**src/common/tisk_defs.vh**
```
// tisk_defs.vh: register offsets, field positions, codes and timing counts
// assumes: included by bare name from the design files
`ifndef TISK_DEFS_VH
`define TISK_DEFS_VH
// register byte addresses, one word each
`define TISK_REG_TILT     8'h00
`define TISK_REG_SETPT    8'h04
`define TISK_REG_KEYLOCK  8'h08
`define TISK_REG_PORT2    8'h0C
`define TISK_REG_STATUS   8'h10
`define TISK_REG_EVENT    8'h14
// tilt option codes
`define TISK_TILT_OFF     7'd0
`define TISK_TILT_MAXDLY  7'd90
`define TISK_TILT_TARE    7'd91
`define TISK_TILT_PRINT   7'd92
`define TISK_TILT_LEVEL   7'd93
`define TISK_TILT_TARESP  7'd94
`define TISK_TILT_SCALE   7'd95
`define TISK_TILT_ZERO    7'd96
// setpoint register fields
`define TISK_SP1_NOMOT    0
`define TISK_SP1_ERR      1
`define TISK_SP2_ZERO     2
`define TISK_SP2_NET      3
`define TISK_SP_GROSS     5
`define TISK_SP_NCLOSED   6
// second port: function in [6:0], rate in [14:8], frame in [20:16]
`define TISK_FN_OFF       7'd0
`define TISK_FN_CONT      7'd1
`define TISK_FN_HOSTDATA  7'd2
`define TISK_FN_PRINTER   7'd3
`define TISK_FN_CONTTARE  7'd6
`define TISK_FN_DUAL      7'd11
`define TISK_FN_MSLO      7'd65
`define TISK_FN_MSHI      7'd89
`define TISK_BAUD_2400    7'd24
`define TISK_BAUD_9600    7'd96
`define TISK_BAUD_19200   7'd19
`define TISK_BAUD_38400   7'd38
`define TISK_BAUD_57600   7'd57
`define TISK_FRM_7E       5'd17
`define TISK_FRM_8N       5'd8
`define TISK_FRM_8E       5'd18
// role encodings shown in status
`define TISK_ROLE_OFF     3'h0
`define TISK_ROLE_CONT    3'h1
`define TISK_ROLE_HOST    3'h2
`define TISK_ROLE_PRN     3'h3
`define TISK_ROLE_CTARE   3'h4
`define TISK_ROLE_DUAL    3'h5
`define TISK_ROLE_MS      3'h6
`define TISK_ROLE_BAD     3'h7
// timing
`define TISK_CLK_HZ       100000000
`define TISK_TICK_MS      100
`define TISK_TICK_CYC     ((`TISK_CLK_HZ / 1000) * `TISK_TICK_MS)
`endif

```
**src/design/tisk_sync.v**
```verilog
// tisk_sync.v: three-stage input synchroniser with agreement filter
// assumes: din is asynchronous to clk; output moves when stages 2 and 3 agree
`timescale 1ns/100ps
module tisk_sync (
  // clock and reset
  input  wire ref_clk,
  input  wire rstn,
  // data
  input  wire din,
  output reg  dout
);
  reg stage1;
  reg stage2;
  reg stage3;

  always @(posedge ref_clk or negedge rstn) begin
    if (!rstn) begin
      stage1 <= 1'b0;
      stage2 <= 1'b0;
      stage3 <= 1'b0;
      dout   <= 1'b0;
    end else begin
      stage1 <= din;
      stage2 <= stage1;
      stage3 <= stage2;
      if (stage2 == stage3) begin
        dout <= stage3;
      end
    end
  end
endmodule // tisk_sync

```
**src/design/tisk_tick.v**
```verilog
// tisk_tick.v: free-running divider giving a one-cycle pulse per period
// assumes: single clock, PERIOD at least 2
`timescale 1ns/100ps
module tisk_tick #(
  parameter PERIOD = 10000000
) (
  // clock and reset
  input  wire ref_clk,
  input  wire rstn,
  // output
  output reg  tick
);
  reg [31:0] count;

  always @(posedge ref_clk or negedge rstn) begin
    if (!rstn) begin
      count <= 32'h0000_0000;
      tick  <= 1'b0;
    end else if (count == PERIOD - 1) begin
      count <= 32'h0000_0000;
      tick  <= 1'b1;
    end else begin
      count <= count + 32'h0000_0001;
      tick  <= 1'b0;
    end
  end
endmodule // tisk_tick

```
**src/design/tisk_ctrl.v**
```verilog
// tisk_ctrl.v: tilt input, setpoint outputs, key locks, second port setup
// assumes: classic wishbone slave, ack one cycle after request, one clock
`timescale 1ns/100ps
`include "tisk_defs.vh"
module tisk_ctrl #(
  parameter TICK_CYC = `TISK_TICK_CYC
) (
  // clock and reset
  input  wire        ref_clk,
  input  wire        rstn,
  // wishbone slave
  input  wire        wb_cyc_i,
  input  wire        wb_stb_i,
  input  wire        wb_we_i,
  input  wire [7:0]  wb_adr_i,
  input  wire [3:0]  wb_sel_i,
  input  wire [31:0] wb_dat_i,
  output reg  [31:0] wb_dat_o,
  output reg         wb_ack_o,
  // tilt contact and scale status
  input  wire        tiltContact,
  input  wire        tareDone,
  input  wire        tareOk,
  input  wire        spMatch1,
  input  wire        spMatch2,
  input  wire        noMotion,
  input  wire        scaleError,
  input  wire        atZero,
  input  wire        netActive,
  // front keys, raw presses
  input  wire [6:0]  keyPress,
  // requests and state to the weighing core
  output reg         displayLock,
  output reg         tareReq,
  output reg         printReq,
  output reg         zeroReq,
  output reg         scaleSel,
  output reg         useGross,
  output reg  [6:0]  keyAccept,
  // setpoint relays
  output reg         spOut1,
  output reg         spOut2,
  // second port setup
  output reg  [2:0]  port2Role,
  output reg  [6:0]  port2Addr,
  output reg  [2:0]  port2Baud,
  output reg         port2Bits8,
  output reg         port2Parity,
  output reg         port2CfgBad
);
  // software registers
  reg [6:0]  tiltCode;
  reg [6:0]  spCfg;
  reg [6:0]  keyLock;
  reg [6:0]  fnCode;
  reg [6:0]  baudCode;
  reg [4:0]  frameCode;
  reg [3:0]  evSticky;

  // tilt state
  reg        contactPrev;
  reg        lockTarget;
  reg [6:0]  dlyCount;
  reg        tarePending;
  reg        spArmed;
  reg        spEnable;
  reg        next_spEnable;

  // bus, decode nets
  wire       contact;
  wire       tick;
  wire       riseEdge;
  wire       wbReq;
  wire       wbWr;
  wire [31:0] wmask;
  wire [31:0] wdata;
  reg  [31:0] rdata;
  reg        sp1Act;
  reg        sp2Act;
  reg        delayMode;

  // three stages plus agreement filter: one-cycle chatter never reaches the edge logic
  tisk_sync uSync (
    .ref_clk (ref_clk),
    .rstn    (rstn),
    .din     (tiltContact),
    .dout    (contact)
  );

  // free-running phase: a delay lasts n-1 to n tenths, plus synchroniser latency
  tisk_tick #(
    .PERIOD (TICK_CYC)
  ) uTick (
    .ref_clk (ref_clk),
    .rstn    (rstn),
    .tick    (tick)
  );

  assign riseEdge = contact & ~contactPrev;
  // ack in the request term gives one ack per strobe on a held request
  assign wbReq = wb_cyc_i & wb_stb_i & ~wb_ack_o;
  assign wbWr  = wbReq & wb_we_i;
  assign wmask = {{8{wb_sel_i[3]}}, {8{wb_sel_i[2]}}, {8{wb_sel_i[1]}}, {8{wb_sel_i[0]}}};
  assign wdata = wb_dat_i & wmask;

  always @* begin
    delayMode = (tiltCode != `TISK_TILT_OFF) && (tiltCode <= `TISK_TILT_MAXDLY);
  end

  // bus slave: ack one cycle after request, unmapped reads zero
  always @(posedge ref_clk or negedge rstn) begin
    if (!rstn) begin
      wb_ack_o  <= 1'b0;
      wb_dat_o  <= 32'h0000_0000;
      tiltCode  <= 7'h00;
      spCfg     <= 7'h00;
      keyLock   <= 7'h00;
      fnCode    <= 7'h00;
      baudCode  <= `TISK_BAUD_9600;
      frameCode <= `TISK_FRM_8N;
    end else begin
      wb_ack_o <= wbReq;
      if (wbReq && !wb_we_i) begin
        wb_dat_o <= rdata;
      end
      if (wbWr) begin
        case (wb_adr_i)
          `TISK_REG_TILT: begin
            tiltCode <= (tiltCode & ~wmask[6:0]) | wdata[6:0];
          end
          `TISK_REG_SETPT: begin
            spCfg <= (spCfg & ~wmask[6:0]) | wdata[6:0];
          end
          `TISK_REG_KEYLOCK: begin
            keyLock <= (keyLock & ~wmask[6:0]) | wdata[6:0];
          end
          `TISK_REG_PORT2: begin
            fnCode    <= (fnCode & ~wmask[6:0]) | wdata[6:0];
            baudCode  <= (baudCode & ~wmask[14:8]) | wdata[14:8];
            frameCode <= (frameCode & ~wmask[20:16]) | wdata[20:16];
          end
          default: begin
          end
        endcase
      end
    end
  end

  always @* begin
    case (wb_adr_i)
      `TISK_REG_TILT:    rdata = {25'h0, tiltCode};
      `TISK_REG_SETPT:   rdata = {25'h0, spCfg};
      `TISK_REG_KEYLOCK: rdata = {25'h0, keyLock};
      `TISK_REG_PORT2:   rdata = {11'h0, frameCode, 1'b0, baudCode, 1'b0, fnCode};
      `TISK_REG_STATUS:  rdata = {16'h0, 1'b0, port2CfgBad, port2Role, port2Baud,
                                  spOut2, spOut1, spEnable, scaleSel, displayLock,
                                  lockTarget, contact, 1'b0};
      `TISK_REG_EVENT:   rdata = {28'h0, evSticky};
      default:           rdata = 32'h0000_0000;
    endcase
  end

  // tilt delay: restart on change, count ticks until target reached
  // codes above 90 keep the lock released
  always @(posedge ref_clk or negedge rstn) begin
    if (!rstn) begin
      contactPrev <= 1'b0;
      lockTarget  <= 1'b0;
      dlyCount    <= 7'h00;
      displayLock <= 1'b0;
    end else begin
      contactPrev <= contact;
      if (!delayMode) begin
        displayLock <= 1'b0;
        dlyCount    <= 7'h00;
        lockTarget  <= contact;
      end else if (contact != lockTarget) begin
        lockTarget <= contact;
        dlyCount   <= 7'h00;
      end else if (displayLock != lockTarget && tick) begin
        if (dlyCount + 7'h01 >= tiltCode) begin
          displayLock <= lockTarget;
          dlyCount    <= 7'h00;
        end else begin
          dlyCount <= dlyCount + 7'h01;
        end
      end
    end
  end

  // special options
  // codes 97 up behave like 0: setpoints enabled, no lock, no requests
  always @* begin
    case (tiltCode)
      `TISK_TILT_LEVEL:  next_spEnable = contact;
      `TISK_TILT_TARESP: next_spEnable = contact & spArmed;
      default:           next_spEnable = 1'b1;
    endcase
  end

  always @(posedge ref_clk or negedge rstn) begin
    if (!rstn) begin
      tareReq     <= 1'b0;
      printReq    <= 1'b0;
      zeroReq     <= 1'b0;
      scaleSel    <= 1'b0;
      tarePending <= 1'b0;
      spArmed     <= 1'b0;
      spEnable    <= 1'b1;
      evSticky    <= 4'h0;
    end else begin
      tareReq  <= riseEdge &&
                  (tiltCode == `TISK_TILT_TARE || tiltCode == `TISK_TILT_TARESP);
      printReq <= riseEdge && (tiltCode == `TISK_TILT_PRINT);
      zeroReq  <= riseEdge && (tiltCode == `TISK_TILT_ZERO);
      scaleSel <= (tiltCode == `TISK_TILT_SCALE) ? contact : 1'b0;
      spEnable <= next_spEnable;
      if (tiltCode != `TISK_TILT_TARESP || !contact) begin
        spArmed     <= 1'b0;
        tarePending <= 1'b0;
      end else if (riseEdge) begin
        tarePending <= 1'b1;
        spArmed     <= 1'b0;
      end else if (tarePending && tareDone) begin
        tarePending <= 1'b0;
        spArmed     <= tareOk;
      end
      // sticky record of contact rising edges and issued requests; write-one clears, set wins
      evSticky <= (evSticky & ~((wbWr && wb_adr_i == `TISK_REG_EVENT) ? wdata[3:0] : 4'h0))
                  | {zeroReq, printReq, tareReq, riseEdge};
    end
  end

  // setpoint outputs
  always @* begin
    case (spCfg[`TISK_SP1_ERR:`TISK_SP1_NOMOT])
      2'b01:   sp1Act = noMotion;
      2'b10:   sp1Act = scaleError;
      default: sp1Act = spMatch1;
    endcase
    case (spCfg[`TISK_SP2_NET:`TISK_SP2_ZERO])
      2'b01:   sp2Act = atZero;
      2'b10:   sp2Act = netActive;
      default: sp2Act = spMatch2;
    endcase
  end

  // relays, key gate registered: no decode glitch ever reaches a coil
  always @(posedge ref_clk or negedge rstn) begin
    if (!rstn) begin
      spOut1    <= 1'b0;
      spOut2    <= 1'b0;
      useGross  <= 1'b0;
      keyAccept <= 7'h00;
    end else begin
      useGross  <= spCfg[`TISK_SP_GROSS];
      spOut1    <= (spEnable & sp1Act) ^ spCfg[`TISK_SP_NCLOSED];
      spOut2    <= (spEnable & sp2Act) ^ spCfg[`TISK_SP_NCLOSED];
      keyAccept <= keyPress & ~keyLock;
    end
  end

  // second port decode
  // unknown codes flagged; frame falls back to 8N so the port stays usable
  always @(posedge ref_clk or negedge rstn) begin
    if (!rstn) begin
      port2Role   <= `TISK_ROLE_OFF;
      port2Addr   <= 7'h00;
      port2Baud   <= 3'h1;
      port2Bits8  <= 1'b1;
      port2Parity <= 1'b0;
      port2CfgBad <= 1'b0;
    end else begin
      port2Addr <= 7'h00;
      case (fnCode)
        `TISK_FN_OFF:      port2Role <= `TISK_ROLE_OFF;
        `TISK_FN_CONT:     port2Role <= `TISK_ROLE_CONT;
        `TISK_FN_HOSTDATA: port2Role <= `TISK_ROLE_HOST;
        `TISK_FN_PRINTER:  port2Role <= `TISK_ROLE_PRN;
        `TISK_FN_CONTTARE: port2Role <= `TISK_ROLE_CTARE;
        `TISK_FN_DUAL:     port2Role <= `TISK_ROLE_DUAL;
        default: begin
          if (fnCode >= `TISK_FN_MSLO && fnCode <= `TISK_FN_MSHI) begin
            port2Role <= `TISK_ROLE_MS;
            port2Addr <= fnCode;
          end else begin
            port2Role <= `TISK_ROLE_BAD;
          end
        end
      endcase
      case (baudCode)
        `TISK_BAUD_2400:  port2Baud <= 3'h0;
        `TISK_BAUD_9600:  port2Baud <= 3'h1;
        `TISK_BAUD_19200: port2Baud <= 3'h2;
        `TISK_BAUD_38400: port2Baud <= 3'h3;
        `TISK_BAUD_57600: port2Baud <= 3'h4;
        default:          port2Baud <= 3'h7;
      endcase
      case (frameCode)
        `TISK_FRM_7E: begin
          port2Bits8  <= 1'b0;
          port2Parity <= 1'b1;
        end
        `TISK_FRM_8N: begin
          port2Bits8  <= 1'b1;
          port2Parity <= 1'b0;
        end
        `TISK_FRM_8E: begin
          port2Bits8  <= 1'b1;
          port2Parity <= 1'b1;
        end
        default: begin
          port2Bits8  <= 1'b1;
          port2Parity <= 1'b0;
        end
      endcase
      port2CfgBad <= (baudCode != `TISK_BAUD_2400 && baudCode != `TISK_BAUD_9600 &&
                      baudCode != `TISK_BAUD_19200 && baudCode != `TISK_BAUD_38400 &&
                      baudCode != `TISK_BAUD_57600) ||
                     (frameCode != `TISK_FRM_7E && frameCode != `TISK_FRM_8N &&
                      frameCode != `TISK_FRM_8E);
    end
  end
endmodule // tisk_ctrl

```
**config.mk**
```make
export PLATFORM = sky130hd
export DESIGN_NAME = tisk_ctrl
export DESIGN_NICKNAME = d
export VERILOG_FILES = /design/src/design/tisk_sync.v /design/src/design/tisk_tick.v /design/src/design/tisk_ctrl.v
export VERILOG_INCLUDE_DIRS = /design/src /design/src/common
export SDC_FILE = /design/constraint.sdc
export NUM_CORES = 1
export LEC_CHECK = 0
export BUFFER_PORTS_ARGS = -buffer_cell sky130_fd_sc_hd__buf_2
export CORE_MARGIN = 3
export CORE_UTILIZATION = 56
export CTS_CLUSTER_DIAMETER = 50
export DETAILED_ROUTE_END_ITERATION = 6
export PLACE_DENSITY = 0.77
export SLEW_MARGIN = 20
export SYNTH_ARGS = -nofsm -noshare
export SYNTH_HDL_FRONTEND = slang
export SYNTH_SLANG_ARGS = --single-unit
```
**constraint.sdc**
```tcl
create_clock -name ref_clk -period 3.35 [get_ports ref_clk]
set_input_delay 0.1675 -clock ref_clk [delete_from_list [all_inputs] [get_ports ref_clk]]
set_output_delay 0.1675 -clock ref_clk [all_outputs]
set_load 0.02 [all_outputs]
```
* Word-level counts from Yosys, hierarchy flattened
Index checks and enable logic that the tools add are counted.
** Storage, ports and cells
- Register bits after elaboration :: 157
- Input bits :: 65
- Output and inout bits :: 64
- Word-level logic and storage cells :: 181
** Cells by class
- Add/subtract/negate cells :: 2
- $lt $le $gt $ge :: 4
- Equality and inequality tests :: 45
- Muxes and demuxes :: 31
- Bitwise logic cells :: 32
- Reduce and logical (&&, ||, !) cells :: 31
** Operators by type and width (count)
- $pmux W21 S6 :: 1
- $eq A7 B7 Y1 const B :: 7
- $and A7 B7 Y7 :: 6
- $mux W7 :: 6
- $or A7 B7 Y7 :: 5
- $add A32 B1 Y32 const B :: 1
- $eq A32 B24 Y1 const B :: 1
- $mux W32 :: 1
- $and A21 B21 Y21 :: 1
- $not A7 Y7 :: 3
- $pmux W3 S6 :: 1
- $mux W1 :: 17
- $eq A8 B4 Y1 const B :: 2
- $eq A8 B5 Y1 const B :: 2
- $logic_and A1 B1 Y1 :: 15
- $pmux W3 S5 :: 1
- $eq A7 B2 Y1 const B :: 2
- $eq A7 B5 Y1 const B :: 2
- $eq A7 B6 Y1 const B :: 2
- $le A7 B7 Y1 const B :: 2
- $ne A7 B5 Y1 const B :: 2
- $ne A7 B6 Y1 const B :: 2
- $ne A7 B7 Y1 const B :: 2
- $eq A5 B5 Y1 const B :: 2
- other kinds (37) :: 59

* Logic depth before layout (Yosys ltp)
Gate-level depths: netlist of the first run.
- Depth in word-level cells :: 8
- Mapped depth :: 11
- Gate-level depth less buffers :: 10

* Modules after synthesis
A second synthesis of the first run with hierarchy kept.
** Unflattened totals
- Cells, all modules :: 620
- Area total of the unflattened synthesis :: 6944.2 µm²
** Modules (own cells, without submodules)
- tisk_ctrl :: instances 1, cells an instance 465, area an instance 5227.5 µm²
- tisk_tick :: instances 1, cells an instance 150, area an instance 1605.3 µm²
- tisk_sync :: instances 1, cells an instance 5, area an instance 111.4 µm²

* Worst setup path before layout of the first run
No wires, ideal clock.
- Path type :: reg-to-reg
- Start :: reg dlyCount[0]
- End :: reg displayLock
- Data arrival time :: 2203 ps
- Setup slack :: 1027 ps
- Cell stages (with the launch flop) :: 12
- Path buffers :: 1
- Clock period less this slack :: 2323 ps
- Path through :: dfrtp_1 -> ha_1 -> nand3_1 -> nor2_1 -> xor2_1 -> ha_1 -> a21oi_1 -> nand2_1 -> a31oi_1 -> buf_2 -> o21bai_1 -> a31o_2
** Between the ends
- Longest elaborated chain between the ends :: 4
** Ends and longest elaborated chain
- from (decl) :: RTL line tisk_ctrl.v:63 : reg [6:0] dlyCount;
- from (signal assigned) :: RTL line tisk_ctrl.v:185 : dlyCount <= dlyCount + 7'h01;
- $add A7 B1 Y7 :: RTL line tisk_ctrl.v:181 : if (dlyCount + 7'h01 >= tiltCode) begin
- $ge A7 B7 Y1 :: RTL line tisk_ctrl.v:181
- $ne A2 B1 Y1 (no source line)
- $reduce_and A3 Y1 (no source line)
- to (signal assigned) :: RTL line tisk_ctrl.v:182 : displayLock <= lockTarget;
- to (decl) :: RTL line tisk_ctrl.v:33 : output reg displayLock,
No other way between the ends.
A chain may end at the register's enable or synchronous reset.

* Worst setup path after layout of the first run
- Start :: reg dlyCount[0]
- End :: reg dlyCount[6]
** Between the ends
- Longest elaborated chain between the ends :: 6
** Ends and longest elaborated chain
- $add A7 B1 Y7 * :: RTL line tisk_ctrl.v:181, tisk_ctrl.v:185
- $ge A7 B7 Y1 :: RTL line tisk_ctrl.v:181
- $mux W7 * :: RTL line tisk_ctrl.v:181
- $mux W7 * :: RTL line tisk_ctrl.v:180 : end else if (displayLock != lockTarget && tick) begin
- $mux W7 * :: RTL line tisk_ctrl.v:177 : end else if (contact != lockTarget) begin
- $mux W7 * :: RTL line tisk_ctrl.v:173 : if (!delayMode) begin
Every way passes the cells marked *; elsewhere a longest branch is shown, timed or not. The select of a mux whose other input is x is not followed.

==> impl_metrics.yaml, run 1 <==
placement:
  dp_hpwl_mm: 10.83
  gp_congestion: 0.8552
  io_buffers: 102
  dp_cells: 896
  dpl_cell_area_um2: 7564
clocking:
  cts_tree: "yes"
  clockBufferDepth: 2
  h-tree-depth: 4
  clkSinkCount: 145
  cts_buffers: 17
  root_buffer: "clkbuf_16"
  clk-insertion-delay-late_ns: 0.42
  ctsResizeCount: 0
  clk_pin_slew_worst_paths_ns: 0.06
finish:
  num-nets-final: 845
  multiInputGateArea_um2: 3114
  fill_cells: 896
  final_cells: 948
  layout-drive-gt1-share: 0.2628
  area_delta_synth_final_pct: 20.29
  final_cell_mix: "dfrtp_1 (139), buf_2 (101), nand2_1 (75)"
  antenna_cells: 0
  ff_latch_area_um2: 3636
  layout_commonest_cell: "dfrtp_1"
  post-route-util: 0.6913
  final_area_um2: 8338
routing:
  drt_pass1_iterations: 5
  ant_nets: 0
  routed_wl_mm: 15.71
  wl_per_cell_um: 16.57
  first_iter_violations: 461
  vias: 5328
  via_per_inst: 5.620
  drc: 0
timing:
  slew_headroom: 0.3576
  grt_setup_unrepaired: "no"
  period_needed_ns: 2.558
  worst_pin_slew_ns: 0.9635
  max_freq_mhz: 390.9
  drv_slew: 0
  final.period_utilization: 0.7636
  clock_skew_ns: 0.006073
  setup_violations: 0
  hold_viol_final: 0
  setup_tns_ns: 0
floorplan:
  die_x_um: 117.3
  start_util: 0.5747
  core_area_um2: 12060
  die_h_um: 117.3
  ioPinCount: 129
  die-area_um2: 13750
  row_count: 40
global_routing:
  grt_max_degree: 112
  grt_pass1_wl_mm: 25.16
  grt_pass1_vias: 5141
  grt_antenna_before_repair: 0
  grt_overflow: 0
  grt_usage: 0.2368
setup_path:
  required_ns: 3.69
  r2r_start: "dlyCount[0]$_DFFE_PN0P_"
  end_kind: "register"
  rr_endpoint: "dlyCount[6]$_DFFE_PN0P_"
  crit_path_max_fanout: 9
  reg2reg_depth: 11
  cp.arrival_ns: 2.90
  rrSetupSlack_ns: 0.79
  critPathLaunchType: "register"
  critPathKind: "register to register"
flow_run:
  maxCapViolations: 0
yosys:
  synth_edf_count: 0
  syn_area_um2: 6932
  syn_area_per_cell_um2: 10.81
  ys_seq_area_frac: 0.5245
  ys_seq_elements: 145
  ys_types: 65
  ys.flop_type: "dfrtp_1"
  synthArstFlopShare: 1.000
  ys_warn_count: 0
  synthesis.instances: 641
run_status:
  status: "finished, final reports clean"
min_path:
  min_to: "keyAccept[1]$_DFF_PN0_"
  worstHoldPathCells: 2
  hold_start: "keyPress[1]"
  hp-class: "input pin to register"
power:
  total_power_mw: 3.798
  p_per_area_nw_per_um2: 455.5
  vdd_drop_max_uv: 267.5
  p_leak_nw: 3.942
==> worst max path at each step <==
stage,start,endpoint,cells past startpoint,slack (ns)
3_3_place_gp,dlyCount[0]$_DFFE_PN0P_,dlyCount[2]$_DFFE_PN0P_,11,0.88
5_1_grt,dlyCount[0]$_DFFE_PN0P_,dlyCount[5]$_DFFE_PN0P_,11,0.57
4_1_cts,dlyCount[0]$_DFFE_PN0P_,dlyCount[6]$_DFFE_PN0P_,11,0.78
3_5_place_dp,dlyCount[0]$_DFFE_PN0P_,dlyCount[6]$_DFFE_PN0P_,11,0.79
6_report,dlyCount[0]$_DFFE_PN0P_,dlyCount[6]$_DFFE_PN0P_,11,0.79
2_1_floorplan,dlyCount[0]$_DFFE_PN0P_,displayLock$_DFFE_PN0P_,11,1.03
==> routing by layer <==
metal  GRT usage  up-vias  share of wire
li1            -     2512              -
met1      0.3032     2598           0.43
met2      0.3959      192           0.49
met3     0.05296       26          0.062
met4     0.08639        0          0.020
met5           0        -              0
==> area by class of cell <==
type	count	area share
Inverter	13	0.005852
Clock buffer	22	0.05567
Timing Repair Buffer	127	0.09049
Clock inverter	10	0.01321
Tap cell	168	0.02521
Sequential cell	145	0.4361
Multi-Input combinational cell	463	0.3735
==> critical path, stage by stage (launching register included) <==
cell and delay (ns):
dfrtp_1 0.41, ha_1 0.26, nand3_1 0.17, nor2_1 0.16, xor2_1 0.22, ha_1 0.29
a21oi_1 0.14, nand2_1 0.08, a31oi_1 0.27, buf_4 0.23, nand3_1 0.08, a21oi_1 0.17
==> power breakdown <==
group          internal, mW  switching, mW  total (mW)
logic                0.0694          0.116       0.185
registers              1.77         0.0168        1.79
clock network          1.13          0.697        1.83
==> synthesized netlist by cell type, drive strengths merged, types with 4 or more instances <==
cell type / count / area (um^2)
nor4: 11 / 105.1
ha: 13 / 162.7
a22oi: 15 / 112.6
and3: 13 / 81.33
nand4b: 4 / 35.03
a21oi: 24 / 120.1
mux2i: 4 / 40.04
dfrtp: 139 / 3478
nor2: 39 / 163.9
inv: 13 / 48.80
buf: 20 / 132.6
nor3: 12 / 65.06
nand3: 36 / 185.2
and2: 9 / 56.30
nor3b: 6 / 55.05
xnor2: 27 / 236.5
nand4: 10 / 77.57
o21ai: 22 / 113.9
nand2: 75 / 281.5
nor2b: 14 / 87.58
dfstp: 6 / 157.7
xor2: 11 / 96.34
a21o: 4 / 30.03
clkbuf: 12 / 45.04
a31oi: 4 / 25.02
mux2: 45 / 506.7
nand2b: 8 / 50.05
==> stage by stage <==
stage | hold slack, ns | worst slack (ns)
floorplan | -0.1281 | 1.027
global placement | 0.2761 | 0.8825
detailed placement | 0.2785 | 0.7945
CTS | 0.005038 | 0.7802
global route | 0.003655 | 0.5676
finish | 0.01659 | 0.7920
==> kinds of logic after synthesis <==
| logic type | synth area share |
|---|---|
| adder cells (fa/ha/maj) | 0.02491 |
| XOR/XNOR | 0.04801 |
| flip-flops | 0.5245 |
| other | 0.0005410 |
| AO/OA/AOI/OAI | 0.08466 |
| buffers and inverters | 0.03267 |
| multiplexers | 0.07888 |
| AND/OR/NAND/NOR | 0.2058 |
==> repair_timing <==
action / 4_1_cts / 5_1_grt
buffers inserted: 0 / 0
hold buffers: 20 / 0
endpoints found under the hold margin: 126 / 0
setup endpoints to repair: 0 / 0
(Power assumes the default switching activity.)
==> inputs of run 2 (changes only) <==
==> constraint.sdc (replaced) <==
create_clock -name ref_clk -period 2.6 [get_ports ref_clk]
set_input_delay 0.13 -clock ref_clk [delete_from_list [all_inputs] [get_ports ref_clk]]
set_output_delay 0.13 -clock ref_clk [all_outputs]
set_load 0.02 [all_outputs]
==> run 2 against run 1 <==
Against the previous run:
- cell area up 2.1%
- cell count up 0.63%
- clock-buffer cell count up 1
- clock skew up 0.0025 ns
- clock power up 48%
- maximum frequency up 5.4%
- first-iteration DRC count down 3.3%
- sequential share of layout area down 0.92 points
- worst setup slack worse by 0.62 ns
- register-to-register slack worse by 0.62 ns
- critical path type unchanged
==> impl_metrics.yaml, run 2 (synthesis results as in run 1) <==
power:
  p_per_area_nw_per_um2: 616.9
  p_leak_nw: 4.018
  vdd_drop_max_uv: 382.8
finish:
  final_cell_mix: "dfrtp_1 (139), buf_2 (101), nand2_1 (75)"
  post-route-util: 0.7061
  num-nets-final: 851
  antenna_cells: 0
  layout_commonest_cell: "dfrtp_1"
  final_cells: 954
  layout-drive-gt1-share: 0.2697
  area_delta_synth_final_pct: 22.87
  final_area_um2: 8517
floorplan:
  die-area_um2: 13750
  die_h_um: 117.3
  row_count: 40
  die_x_um: 117.3
  core_area_um2: 12060
  start_util: 0.5747
  ioPinCount: 129
global_routing:
  grt_antenna_before_repair: 0
  grt_pass1_wl_mm: 25.68
  grt_overflow: 0
  grt_pass1_vias: 5254
  grt_usage: 0.2438
  grt_max_degree: 59
timing:
  drv_slew: 0
  setup_slack_ns: 0.1732
  period_needed_ns: 2.427
  max_freq_mhz: 412.1
  slew_headroom: 0.4126
  worst_pin_slew_ns: 0.8811
  clock_skew_ns: 0.008618
  hold_viol_final: 0
  final.period_utilization: 0.9334
  setup_violations: 0
  setup_tns_ns: 0
clocking:
  clk_pin_slew_worst_paths_ns: 0.06
  cts_buffers: 17
  clockBufferDepth: 2
  h-tree-depth: 4
  root_buffer: "clkbuf_16"
  clkSinkCount: 145
  cts_tree: "yes"
  clk-insertion-delay-late_ns: 0.43
routing:
  first_iter_violations: 446
  wl_per_cell_um: 16.84
  vias: 5400
  drc: 0
  ant_nets: 0
  via_per_inst: 5.660
  routed_wl_mm: 16.07
  drt_pass1_iterations: 5
placement:
  dp_hpwl_mm: 10.91
  dp_cells: 898
  dp_slack_ns: 0.06767
  gp_congestion: 0.9132
  dpl_cell_area_um2: 7591
  io_buffers: 102
min_path:
  hp-class: "input pin to register"
flow_run:
  maxCapViolations: 0
setup_path:
  required_ns: 2.94
  critPathKind: "register to register"
  crit_path_max_fanout: 9
  critPathLaunchType: "register"
  cp.arrival_ns: 2.77
  end_kind: "register"
run_status:
  status: "finished, final reports clean"
[run 2: power by group]
group | leakage (nW) | internal, mW | switching, mW | total, mW
sequential | 1.93 | 2.28 | 0.0205 | 2.30
combinational | 1.76 | 0.0956 | 0.154 | 0.250
clock | 0.327 | 1.80 | 0.899 | 2.70
[run 2: through the flow]
stage / total power, mW / hold slack, ns
floorplan: 2.443 / -0.1656
global placement: 2.556 / 0.09904
detailed placement: 2.561 / 0.1013
CTS: 5.283 / 0.004109
global route: 5.420 / 0.02444
finish: 5.254 / 0.01042
[run 2: worst paths after layout]
kind / start / end / slack (ns) / depth (start not counted)
worst min register to register: uSync.stage1$_DFF_PN0_ / uSync.stage2$_DFF_PN0_ / 0.34 / 0
worst min-delay path: tareOk / spArmed$_DFFE_PN0P_ / 0.01 / 3
worst max-delay path: dlyCount[0]$_DFFE_PN0P_ / dlyCount[2]$_DFFE_PN0P_ / 0.17 / 11
min in group asynchronous: rstn / keyAccept[5]$_DFF_PN0_ / 0.21 / 2
max in group asynchronous: rstn / port2Bits8$_DFF_PN1_ / 1.48 / 3
worst max register to register: dlyCount[0]$_DFFE_PN0P_ / dlyCount[2]$_DFFE_PN0P_ / 0.17 / 11
[run 2: cell type report]
cell class | instances | area (um^2)
clock buffers | 23 | 488.0
multi-input cells | 463 | 3137
fillers | 834 | 3545
repair buffers | 133 | 819.5
well taps | 168 | 210.2
flip-flops and latches | 145 | 3636
clock inverters | 9 | 177.7
inverters | 13 | 48.80
[run 2: routing by layer]
| layer | part of all wire | vias to the layer above | track usage |
|---|---|---|---|
| li1 | - | 2523 | - |
| met4 | 0.019 | 0 | 0.09404 |
| met3 | 0.062 | 25 | 0.05090 |
| met1 | 0.42 | 2650 | 0.3183 |
| met2 | 0.50 | 202 | 0.4012 |
| met5 | 0 | - | 0 |
[run 2: worst max-delay path: stages (launching register included)]
cell,delay [ns]
dfrtp_1,0.42
ha_2,0.25
nand3_2,0.13
nor2_1,0.14
xor2_1,0.19
ha_1,0.29
a21oi_1,0.15
nand2_1,0.13
a31oi_4,0.20
buf_4,0.19
nand4b_1,0.10
a21oi_1,0.16
[run 2: repair_timing]
| action | in CTS | in global routing |
|---|---|---|
| buffers inserted | 0 | 1 |
| gates resized for setup | 0 | 4 |
| hold endpoints to repair | 69 | 0 |
| hold buffers | 23 | 0 |
| setup endpoints to repair | 0 | 8 |
==> inputs of run 3 (changes only) <==
--- a/config.mk
+++ b/config.mk
@@ -11,8 +11,10 @@
 export CORE_UTILIZATION = 56
 export CTS_CLUSTER_DIAMETER = 50
 export DETAILED_ROUTE_END_ITERATION = 6
-export PLACE_DENSITY = 0.77
+export MAX_ROUTING_LAYER = met4
+export PLACE_DENSITY = 0.8
 export SLEW_MARGIN = 20
 export SYNTH_ARGS = -nofsm -noshare
 export SYNTH_HDL_FRONTEND = slang
 export SYNTH_SLANG_ARGS = --single-unit
+export TNS_END_PERCENT = 50
==> run 3 against run 2 <==
Against the previous run:
- hold slack improved by 0.011 ns
- first-iteration DRC count decreased by 12%
- largest power group is now registers
- non-clock buffer count increased by 2
- register-to-register slack about the same
- total power decreased by 7.7%
- clock-buffer cell count decreased by 3
- global-route usage increased by 0.69 points
- critical path depth decreased by 1
- sequential power about the same
- critical endpoint is now displayLock$_DFFE_PN0P_
- largest cell class unchanged
==> impl_metrics.yaml, run 3 (synthesis results as in run 1) <==
timing:
  final.period_utilization: 0.9330
  setup_violations: 0
  setup_tns_ns: 0
  max_freq_mhz: 412.2
  hold_viol_final: 0
  drv_slew: 0
  worst_pin_slew_ns: 0.8865
  clock_skew_ns: 0.008327
  period_needed_ns: 2.426
  slew_headroom: 0.4090
  holdWs_ns: 0.02173
floorplan:
  die_x_um: 117.3
  die-area_um2: 13750
  start_util: 0.5747
  core_area_um2: 12060
  row_count: 40
  die_h_um: 117.3
  ioPinCount: 129
power:
  switching_share: 0.2336
  combPwrFrac: 0.051
  vdd_drop_max_uv: 390.3
  pwr-share-seq: 0.474
  switchingPower_mw: 1.133
  p_clk_frac: 0.475
  p_per_area_nw_per_um2: 575.4
  p_leak_nw: 3.969
  intPower_mw: 3.718
setup_path:
  crit_path_max_fanout: 4
  cp.arrival_ns: 2.73
  critPathKind: "register to register"
  reg2reg_depth: 10
  critPathLaunchType: "register"
  max_stage_delay_ns: 0.44
  crit_chain: "ha_4 -> nand3_2 -> nor2_1 -> xor2_1 -> ha_1 -> and3_1 -> a31oi_4 -> buf_4 -> o311a_1 -> a31o_2"
  required_ns: 2.91
  end_kind: "register"
  cpMaxStageDelayCell: "dfrtp_1"
clocking:
  h-tree-depth: 4
  root_buffer: "clkbuf_16"
  cts_tree: "yes"
  cts_buffers: 17
  clkSinkCount: 145
  clk_pin_slew_worst_paths_ns: 0.06
  clockBufferDepth: 2
  clk-insertion-delay-late_ns: 0.43
routing:
  ant_nets: 0
  routed_wl_mm: 16.02
  drt_pass1_iterations: 5
  drc: 0
  via_per_inst: 5.604
  vias: 5357
  wl_per_cell_um: 16.76
  first_iter_violations: 393
run_status:
  status: "finished, final reports clean"
finish:
  num-nets-final: 853
  final_cell_mix: "dfrtp_1 (139), buf_2 (101), nand2_1 (75)"
  area_delta_synth_final_pct: 21.64
  layout_commonest_cell: "dfrtp_1"
  layout-drive-gt1-share: 0.2728
  antenna_cells: 0
placement:
  gp_congestion: 0.8963
  io_buffers: 102
  dp_hpwl_mm: 10.97
global_routing:
  grt_pass1_vias: 5163
  grt_overflow: 0
  grt_usage: 0.2507
  grt_pass1_wl_mm: 25.66
  grt_antenna_before_repair: 0
  grt_max_degree: 80
min_path:
  worstHoldPathCells: 2
  hp-class: "input pin to register"
flow_run:
  maxCapViolations: 0
[run 3: worst max-delay path: cells and delay by family (launching register included)]
family                     cells  cell delay (ns)
AOI/OAI and AO/OA              3             0.60
adders and majority gates      2             0.51
and+or+nand+nor                3             0.49
DFF                            1             0.44
xor gates and xnor gates       1             0.11
buffers and inverters          1             0.15
[run 3: metal layers]
| metal | wire (um) | track usage | part of all wire | vias up |
|---|---|---|---|---|
| li1 | - | - | - | 2512 |
| met1 | 6772 | 0.3040 | 0.42 | 2632 |
| met2 | 8041 | 0.4152 | 0.50 | 187 |
| met3 | 932 | 0.05707 | 0.058 | 26 |
| met4 | 272 | 0.08410 | 0.017 | 0 |
| met5 | 0 | - | 0 | - |
[run 3: final cells by class]
type | instances | area (um^2)
inverter | 13 | 48.80
clock buffer | 20 | 446.7
fill | 868 | 3630
tap | 168 | 210.2
clock inverter | 12 | 111.4
timing repair buffer | 135 | 832.0
multi-input combinational | 463 | 3147
sequential | 145 | 3636
[run 3: power by group through the flow]
stage,Combinational [mW],Clock [mW],Sequential [mW]
floorplan,0.0965,0,2.35
global placement,0.215,0,2.34
detailed placement,0.220,0,2.34
CTS,0.247,2.32,2.30
global route,0.275,2.43,2.30
finish,0.249,2.30,2.30
[run 3: stage by stage]
step | instance area, um^2 | std cells | setup slack, ns | utilization | total power [mW]
2_1_floorplan | 6977 | 653 | 0.2769 | - | 2.443
3_3_place_gp | 7599 | 899 | 0.09838 | 0.6300 | 2.554
3_5_place_dp | 7599 | 899 | -0.07995 | 0.6300 | 2.560
4_1_cts | 8383 | 953 | 0.01230 | 0.6950 | 4.872
5_1_grt | 8432 | 956 | -0.03734 | 0.6991 | 5.012
6_report | 8432 | 956 | 0.1741 | 0.6991 | 4.851
[run 3: final timing paths]
kind                                    startpoint                 endpoint  slack, ns
hold / removal                         wb_dat_i[5]                 register       0.02
setup reg to reg           dlyCount[0]$_DFFE_PN0P_  displayLock$_DFFE_PN0P_       0.17
max in group asynchronous                     rstn       spEnable$_DFF_PN1_       1.52
hold reg to reg             uSync.stage1$_DFF_PN0_   uSync.stage2$_DFF_PN0_       0.35
setup / recovery           dlyCount[0]$_DFFE_PN0P_  displayLock$_DFFE_PN0P_       0.17
min in group asynchronous                     rstn   keyAccept[3]$_DFF_PN0_       0.31
[run 3: timing repair]
item                                    CTS  global route
setup buffers                             0             3
hold endpoints to repair                 93             0
cloned                                    0             0
hold buffers                             22             0
pin swaps                                 0             2
gates resized for setup                   1             4
endpoints found under the setup margin    7             8
